<file path="config.mk">
export PLATFORM = sky130hd
export DESIGN_NAME = eeprom_status_latch
export DESIGN_NICKNAME = d
export VERILOG_FILES = /design/src/hw/eeprom_status_latch.v
export VERILOG_INCLUDE_DIRS = /design/src /design/src/hw
export SDC_FILE = /design/constraint.sdc
export NUM_CORES = 1
export LEC_CHECK = 0
export BUFFER_PORTS_ARGS = -buffer_cell sky130_fd_sc_hd__buf_2
export CAP_MARGIN = 15
export CORE_ASPECT_RATIO = 1.1
export CORE_MARGIN = 2
export CORE_UTILIZATION = 30
export DETAILED_ROUTE_END_ITERATION = 8
export PLACE_DENSITY_LB_ADDON = 0.3
export SETUP_SLACK_MARGIN = 0.02
export SYNTH_ARGS = -nofsm -noshare
export SYNTH_HDL_FRONTEND = slang
export SYNTH_SLANG_ARGS = --single-unit
</file>
<file path="constraint.sdc">
create_clock -name ref_clk -period 4.4 [get_ports ref_clk]
set_input_delay 0.88 -clock ref_clk [delete_from_list [all_inputs] [get_ports ref_clk]]
set_output_delay 0.88 -clock ref_clk [all_outputs]
set_load 0.05 [all_outputs]
</file>
<file path="src/hw/eeprom_status_defs.vh">
`ifndef EEPROM_STATUS_DEFS_VH
`define EEPROM_STATUS_DEFS_VH

`define OP_STATUS_READ       8'h05
`define OP_WRITE_POLL        8'h08
`define OP_SET_WRITE_LATCH   8'h06
`define OP_CLEAR_WRITE_LATCH 8'h04

`define BIT_PROTECT_PIN_EN   7
`define BIT_RES_HI           6
`define BIT_RES_LO           4
`define BIT_GUARD_HI         3
`define BIT_GUARD_LO         2
`define BIT_WRITE_LATCH      1
`define BIT_BUSY             0

`define GUARD_NONE           2'h0
`define GUARD_QUARTER        2'h1
`define GUARD_HALF           2'h2
`define GUARD_ALL            2'h3

`define ADDR_QUARTER_BASE    18'h30000
`define ADDR_HALF_BASE       18'h20000

`define POLL_BUSY_BYTE       8'hff
`define POLL_IDLE_BYTE       8'h00
`define RESERVED_ONES        3'h7
`define RESERVED_ZEROS       3'h0

`define BYTE_LAST_BIT        3'h7
`define BYTE_FIRST_BIT       3'h0

`define PH_OPCODE            2'h0
`define PH_STATUS            2'h1
`define PH_POLL              2'h2
`define PH_IGNORE            2'h3

`endif

</file>
<file path="src/hw/eeprom_status_latch.v">
`timescale 1ns/10ps
`include "eeprom_status_defs.vh"

// Function
// One eight-bit status register
// Bit 7 protect-pin enable, default zero
// Bits 6:4 read ones while writing
// Bits 3:2 block guard, default none
// Guard 10 half, 01 upper quarter
// Bit 1 write latch, zero at power-up
// Bit 0 busy flag while operating
// Opcode 05h then status shifted out
// Status resampled every eight bits
// Poll 08h returns FFh while busy
// Poll returns 00h when idle
// Poll byte refreshed every eight bits
// Opcode 06h sets latch at deselect
// Master sets latch before every write
// Opcode 04h clears the write latch
// Clear works regardless of protect pin
// MSB first, rise sample, fall drive
// While busy only reads are answered
// Finished write cycle clears the latch
// Output floats unless read opcode done
// Latch changes only on whole-byte deselect; write_cycle_done and reset also clear it
module eeprom_status_latch #(
  parameter [1:0] GUARD_RESET      = `GUARD_NONE,
  parameter       PROTECT_EN_RESET = 1'b0
) (
  input  wire        ref_clk,
  input  wire        rst_n,
  input  wire        chip_sel_n,
  input  wire        serial_clk,
  input  wire        serial_in,
  output reg         serial_out,
  output reg         serial_out_en_n,
  input  wire        write_cycle_busy,
  input  wire        write_cycle_done,
  input  wire [17:0] check_addr,
  output reg         addr_guarded,
  output reg         write_latch,
  output reg  [7:0]  device_status
);

  reg  [2:0] cs_sync;
  reg  [2:0] sck_sync;
  reg  [1:0] si_sync;
  reg  [1:0] phase;
  reg  [2:0] bit_cnt;
  reg  [7:0] shift_in;
  reg  [7:0] shift_out;
  reg        byte_full;
  reg  [7:0] opcode;
  reg        protect_pin_enable;
  reg  [1:0] block_guard;

  // Frame phases; every frame starts by collecting an opcode.
  localparam [1:0] ST_OPCODE = `PH_OPCODE;
  localparam [1:0] ST_STATUS = `PH_STATUS;
  localparam [1:0] ST_POLL   = `PH_POLL;
  localparam [1:0] ST_IGNORE = `PH_IGNORE;

  wire       cs_low   = ~cs_sync[1];
  wire       cs_rise  = cs_sync[1] & ~cs_sync[2];
  wire       sck_rise = sck_sync[1] & ~sck_sync[2];
  wire       sck_fall = ~sck_sync[1] & sck_sync[2];
  wire       si_bit   = si_sync[1];
  wire [7:0] next_in  = {shift_in[6:0], si_bit};
  wire [7:0] live_status;

  // Reserved bits mirror the write cycle rather than storing anything.
  assign live_status[`BIT_PROTECT_PIN_EN]         = protect_pin_enable;
  assign live_status[`BIT_RES_HI:`BIT_RES_LO]     = write_cycle_busy ?
                                                    `RESERVED_ONES : `RESERVED_ZEROS;
  assign live_status[`BIT_GUARD_HI:`BIT_GUARD_LO] = block_guard;
  assign live_status[`BIT_WRITE_LATCH]            = write_latch;
  assign live_status[`BIT_BUSY]                   = write_cycle_busy;

  function guarded;
    input [1:0]  guard;
    input [17:0] addr;
    begin
      case (guard)
        `GUARD_NONE:    guarded = 1'b0;
        `GUARD_QUARTER: guarded = (addr >= `ADDR_QUARTER_BASE);
        `GUARD_HALF:    guarded = (addr >= `ADDR_HALF_BASE);
        `GUARD_ALL:     guarded = 1'b1;
        default:        guarded = 1'b1;
      endcase
    end
  endfunction

  function [7:0] poll_byte;
    input busy;
    begin
      poll_byte = busy ? `POLL_BUSY_BYTE : `POLL_IDLE_BYTE;
    end
  endfunction

  // Only the two read opcodes open a reply; all others wait for deselect.
  function [1:0] phase_for;
    input [7:0] op;
    begin
      case (op)
        `OP_STATUS_READ: phase_for = ST_STATUS;
        `OP_WRITE_POLL:  phase_for = ST_POLL;
        default:         phase_for = ST_IGNORE;
      endcase
    end
  endfunction

  // The byte that a reply phase loads at the start of each output byte.
  function [7:0] reply_byte;
    input [1:0] ph;
    input [7:0] status;
    input       busy;
    begin
      case (ph)
        ST_STATUS: reply_byte = status;
        ST_POLL:   reply_byte = poll_byte(busy);
        default:   reply_byte = 8'h00;
      endcase
    end
  endfunction

  // Pins are foreign to ref_clk; the first stage feeds only the second.
  // Each serial clock level must last more than one ref_clk period, or an edge is missed.
  always @(posedge ref_clk) begin
    if (!rst_n) begin
      cs_sync  <= 3'h7;
      sck_sync <= 3'h0;
      si_sync  <= 2'h0;
    end else begin
      cs_sync  <= {cs_sync[1:0], chip_sel_n};
      sck_sync <= {sck_sync[1:0], serial_clk};
      si_sync  <= {si_sync[0], serial_in};
    end
  end

  always @(posedge ref_clk) begin
    if (!rst_n) begin
      phase           <= ST_OPCODE;
      bit_cnt         <= `BYTE_FIRST_BIT;
      shift_in        <= 8'h00;
      shift_out       <= 8'h00;
      byte_full       <= 1'b0;
      opcode          <= 8'h00;
      serial_out      <= 1'b0;
      serial_out_en_n <= 1'b1;
    end else if (!cs_low) begin
      phase           <= ST_OPCODE;
      bit_cnt         <= `BYTE_FIRST_BIT;
      byte_full       <= 1'b0;
      serial_out_en_n <= 1'b1;
    end else begin
      if (sck_rise) begin
        bit_cnt <= bit_cnt + 3'h1;
      end
      // Rising and falling edges never coincide, so one branch acts per edge.
      case (phase)
        ST_OPCODE: begin
          if (sck_rise) begin
            shift_in <= next_in;
          end
          if (sck_rise && bit_cnt == `BYTE_LAST_BIT) begin
            opcode    <= next_in;
            byte_full <= 1'b1;
            // A busy device answers only the two read opcodes.
            phase     <= phase_for(next_in);
            shift_out <= reply_byte(phase_for(next_in), live_status, write_cycle_busy);
          end
        end
        ST_STATUS, ST_POLL: begin
          if (sck_rise && bit_cnt == `BYTE_LAST_BIT) begin
            // Resample at each byte boundary so polling sees fresh state.
            shift_out <= reply_byte(phase, live_status, write_cycle_busy);
          end else if (sck_fall) begin
            serial_out      <= shift_out[7];
            shift_out       <= {shift_out[6:0], 1'b0};
            serial_out_en_n <= 1'b0;
          end
        end
        ST_IGNORE: begin
          if (sck_rise) begin
            byte_full <= 1'b0;
          end
        end
        default: begin
          phase <= ST_OPCODE;
        end
      endcase
    end
  end

  // Only a deselect right after exactly eight opcode bits acts on the latch.
  // A finished write cycle outranks a set-latch deselect in the same cycle.
  always @(posedge ref_clk) begin
    if (!rst_n) begin
      write_latch        <= 1'b0;
      protect_pin_enable <= PROTECT_EN_RESET;
      block_guard        <= GUARD_RESET;
    end else if (write_cycle_done) begin
      write_latch <= 1'b0;
    end else if (cs_rise && byte_full && phase == ST_IGNORE && bit_cnt == `BYTE_FIRST_BIT
                 && !write_cycle_busy) begin
      if (opcode == `OP_SET_WRITE_LATCH)
        write_latch <= 1'b1;
      else if (opcode == `OP_CLEAR_WRITE_LATCH)
        write_latch <= 1'b0;
    end
  end

  always @(posedge ref_clk) begin
    if (!rst_n) begin
      device_status <= 8'h00;
      addr_guarded  <= 1'b0;
    end else begin
      device_status <= live_status;
      addr_guarded  <= guarded(block_guard, check_addr);
    end
  end

endmodule

</file>
After elaboration in Yosys (flattened, before gate mapping):

Index checks and enable logic that the tools add are counted.

* bits in registers: 45
* logic and storage cells: 76

* reductions and logical operators: 22
* equal/unequal tests: 13
* muxes and demuxes: 18
* $add $sub $neg: 1
* bitwise operators: 9

Operator list (number)
* case mux 8 bit (2 select lines): 3
* two-way mux 8 bit: 4
* == test 8 x 3 -> 1 bit (second input constant): 3
* AND reduction 3 bit: 4
* == test 8 x 4 -> 1 bit (second input constant): 1
* two-way mux 2 bit: 4
* AND reduction 4 bit: 2
* == test 2 bit (second input constant): 3
* inverter 1 bit: 6
* nonzero test 2 bit: 3
* OR reduction 2 bit: 3
* logical AND 1 bit: 5
* == test 2 x 1 -> 1 bit (second input constant): 2
* two-way mux 1 bit: 4
* != test 2 bit (second input constant): 2
* case mux 2 bit (2 select lines): 1
* AND reduction 2 bit: 2
* adder 3 x 1 -> 3 bit (second input constant): 1
* AND 1 bit: 3
* == test 3 bit (second input constant): 1
* zero test 3 bit: 1
* two-way mux 3 bit: 1
* != test 3 bit (second input constant): 1
* zero test 2 bit: 1
* 2 further kinds: 2

Longest topological paths before layout:

* depth after elaboration: 11
* mapped depth: 9

Worst setup path after synthesis:

Ideal clock, no wire load.

* kind: reg-to-reg
* from: register shift_in[3]
* to: register shift_out[0]
* stages on the path, launching flop included: 9
* buffers on the path: 0
* arrival: 2.103 ns
* path slack: 2.218 ns
* cells stage by stage: dfxtp_1 or4_1 nor2_1 and3_1 ha_1 nand2b_1 nor3_1 nor2_1 a211oi_2

* word-level cells in the longest chain between the ends: 10
* elaborated cells on any way between the ends: 12

RTL lines
* start: declaration: line eeprom_status_latch.v:50 `reg [7:0] shift_in;`
* start signal: assignment: line eeprom_status_latch.v:163 `shift_in <= next_in;`
* == test 8 x 4 -> 1 bit / == test 8 x 3 -> 1 bit (equally long branches): line eeprom_status_latch.v:104 `case (op)`
* case mux 2 bit (2 select lines) *: line eeprom_status_latch.v:104
* two-way mux 2 bit *: line eeprom_status_latch.v:165 `` if (sck_rise && bit_cnt == `BYTE_LAST_BIT) begin ``
* two-way mux 2 bit *: line eeprom_status_latch.v:160 `case (phase)`
* two-way mux 2 bit *: line eeprom_status_latch.v:150 `end else if (!cs_low) begin`
* two-way mux 2 bit *: line eeprom_status_latch.v:141 `if (!rst_n) begin`
* == test 2 bit / == test 2 x 1 -> 1 bit (equally long branches)
* case mux 8 bit (2 select lines) *: line eeprom_status_latch.v:118 `case (ph)`
* two-way mux 8 bit *: line eeprom_status_latch.v:165
* case mux 8 bit (2 select lines) *: line eeprom_status_latch.v:160
* end signal: assignment: line eeprom_status_latch.v:170 `shift_out <= reply_byte(phase_for(next_in), live_status, write_cycle_busy);`
* end signal: assignment: line eeprom_status_latch.v:176 `shift_out <= reply_byte(phase, live_status, write_cycle_busy);`
* end signal: assignment: line eeprom_status_latch.v:179 `shift_out <= {shift_out[6:0], 1'b0};`
* end: declaration: line eeprom_status_latch.v:51 `reg [7:0] shift_out;`

Mark *: on every way between the ends. The rest lies on a longest branch, timed or not. The select of a mux whose other input is x is not followed.
A chain may end at the register's enable or synchronous reset.

Worst setup path in the final report:

Ends and elaborated chain as after synthesis.

==> impl_metrics.tcl <==
set metrics [dict create \
    status "completed" \
    crit_path_end_kind "flop" \
    synth_ff_type "dfxtp_1" \
    ioPinCount 37 \
    whs_path_depth 1 \
    ys_warn_count 0 \
    avgViaCountPerCell 4.75 \
    finalPower_uw 791 \
    rr_startpoint "shift_in[3]" \
    syn_area_sq_um 1910 \
    cts_tree "done" \
    gp_congestion 0.777 \
    rows 30 \
    async_flop_share 0 \
    grt_setup_unrepaired "false" \
    syn_inst 199 \
    finalNetCount 241 \
    grt_max_degree 20 \
    routedWlPerCell_um 12.3 \
    synth_area_per_cell_sq_um 9.60 \
    max_freq_ghz 0.394 \
    worst_pin_slew_ns 0.565 \
    fin_util 0.344 \
    vias 1368 \
    power.density_nw_per_um2 374 \
    grtUsageTotal 0.106 \
    hold_path.class "flop to flop" \
    globalRouteOverflowTotal 0 \
    areaGrowthSynthToFinish_pct 10.8 \
    hold_buffers 0 \
    clockRootBuffer "clkbuf_8" \
    yosysUniqueCellTypes 44 \
    cts_inserted_buffers 5 \
    cts_resized 0 \
    fin_skew_ns 0.00872 \
    dr.first_iter.drc_count 91 \
    n_fill_cell 640 \
    die_x_um 80.1 \
    fin_setup_tns_ns 0 \
    slew_violations 0 \
    start_util 0.310 \
    relSlewSlack 0.623 \
    hold_viol_final 0 \
    drt-total-wl_mm 3.54 \
    synth_top_area_frac 0.440 \
    multi_input_area_sq_um 937 \
    fin_crit_sh 0.576 \
    chipHeight_um 87.7 \
    seqCellArea_sq_um 841 \
    worstPathMaxFanout 4 \
    period_needed_ns 2.54 \
    die_area_sq_um 7020 \
    hpwlAfterDp_mm 2.49 \
    core_area_sq_um 6160 \
    final_cell_mix "dfxtp_1, nor2_1, buf_2, mux2i_1, nand3_1" \
    dr.pass1.iters 4 \
    final_common_cell "dfxtp_1" \
    cts_sinks 42 \
    synth_area_leaders "dfxtp_1, ha_1, mux2i_1, nor2_1, nand3_1" \
    grt_pass1_vias 1189 \
    ant_nets 0 \
    antenna_found_initial 0 \
    cap_violations 0 \
    r2r_slack_ns 1.86 \
    synth_top_area_cell "dfxtp_1" \
    port_buffers 14 \
    drc 0 \
    leakagePower_nw 0.831 \
    clockBufferDepth 2 \
    crit_type "flop to flop" \
    grt_pass1_wl_mm 5.80 \
    regToRegEndpoint "shift_out[0]" \
    r2r_cells 8 \
    vdd_drop_max_mv 0.136 \
    crit_arrival_ns 2.75 \
    yosysSeqAreaShare 0.440 \
    worstHoldStart "cs_sync[0]" \
    clk_latency_ns 0.30 \
    synth-edff-count 0 \
    h-tree-depth 2 \
    ys_ff_latch 42 \
    num_antenna_cells 0 \
    critical_path_required_ns 4.61 \
    post_cts_buffers 0 \
    setup_violations 0 \
    startpoint_type "flop" \
    drive_above_1_share 0.144 \
    clkTransAtPathRegs_ns 0.08 \
    worstHoldEndpoint "cs_sync[1]" \
]
==> Yosys cell counts (2+ instances only) <==
cell	instances
nand2_1	10
o21bai_1	2
clkbuf_1	3
o211ai_1	2
a21oi_1	9
a211oi_1	5
o21ai_1	3
inv_1	6
nand3b_4	2
ha_1	9
buf_4	7
a31oi_1	5
and2_1	8
nand3_1	11
buf_6	4
nand3b_1	3
nor2_1	22
nor2b_1	2
dfxtp_1	42
nand2b_1	5
mux2i_1	11
nor3_1	2
o21ai_0	4
nor4b_1	2
==> worst max-delay path by stage <==
stage | slack, ns | start | depth (start not counted) | end
6_report | 1.86 | shift_in[3] | 8 | shift_out[0]
2_1_floorplan | 2.22 | shift_in[3] | 8 | shift_out[0]
3_5_place_dp | 1.95 | shift_in[3] | 8 | shift_out[0]
3_3_place_gp | 1.99 | shift_in[3] | 8 | shift_out[0]
4_1_cts | 1.93 | shift_in[3] | 8 | shift_out[0]
5_1_grt | 1.79 | shift_in[3] | 8 | shift_out[0]
==> logic make-up (layout without fill, tap and decap cells) <==
logic type / after synthesis / count (layout) / synth area share
xor+xnor: 1 / 1 / 0.00458
flops: 42 / 42 / 0.440
simple gates: 75 / 75 / 0.222
other cells: 1 / 4 / 0.00196
mux: 11 / 11 / 0.0576
compound gates: 37 / 37 / 0.139
buf+inv: 23 / 29 / 0.0753
fa+ha+maj: 9 / 9 / 0.0589
==> sequential cells by signal, indices dropped and copies added, names as in the netlist, 2 cells and up <==
name and count:
device_status 2, sck_sync 3, si_sync 2, shift_out 8
phase 2, cs_sync 3, bit_cnt 3, opcode 8
shift_in 7
==> layer usage <==
| metal | wire, um | global-route usage |
|---|---|---|
| met1 | 1770 | 0.144 |
| met2 | 1530 | 0.161 |
| met3 | 178 | 0.0278 |
| met4 | 60 | 0.0416 |
| met5 | 0 | 0 |
==> worst max-delay path: stages, from the launching register on <==
cell and delay, ns:
dfxtp_1 0.33, or4_1 0.52, nor2_1 0.20, and3_1 0.23, ha_1 0.24, nand2b_1 0.18
nor3_1 0.42, nor2_1 0.11, a211oi_2 0.21
==> cell type report <==
type,instances,area share
clock inverter,2,0.0284
timing repair buffer,14,0.0331
tap,80,0.0473
sequential,42,0.397
multi-input combinational,137,0.443
inverter,7,0.0124
clock buffer,6,0.0390
==> through the flow <==
stage          cells  hold slack [ns]  area [sq um]  setup slack (ns)
2_1_floorplan    202            0.386          1920              2.22
3_3_place_gp     280            0.392          1970              1.99
3_5_place_dp     280            0.418          1970              1.95
4_1_cts          288            0.436          2120              1.93
5_1_grt          288            0.440          2120              1.79
6_report         288            0.424          2120              1.86
==> where the power goes <==
| part | internal (mW) | leakage, nW | switching (mW) |
|---|---|---|---|
| combinational | 0.00744 | 0.419 | 0.0241 |
| sequential | 0.383 | 0.340 | 0.00292 |
| clock | 0.242 | 0.0714 | 0.132 |
(Power assumes the default switching activity.)
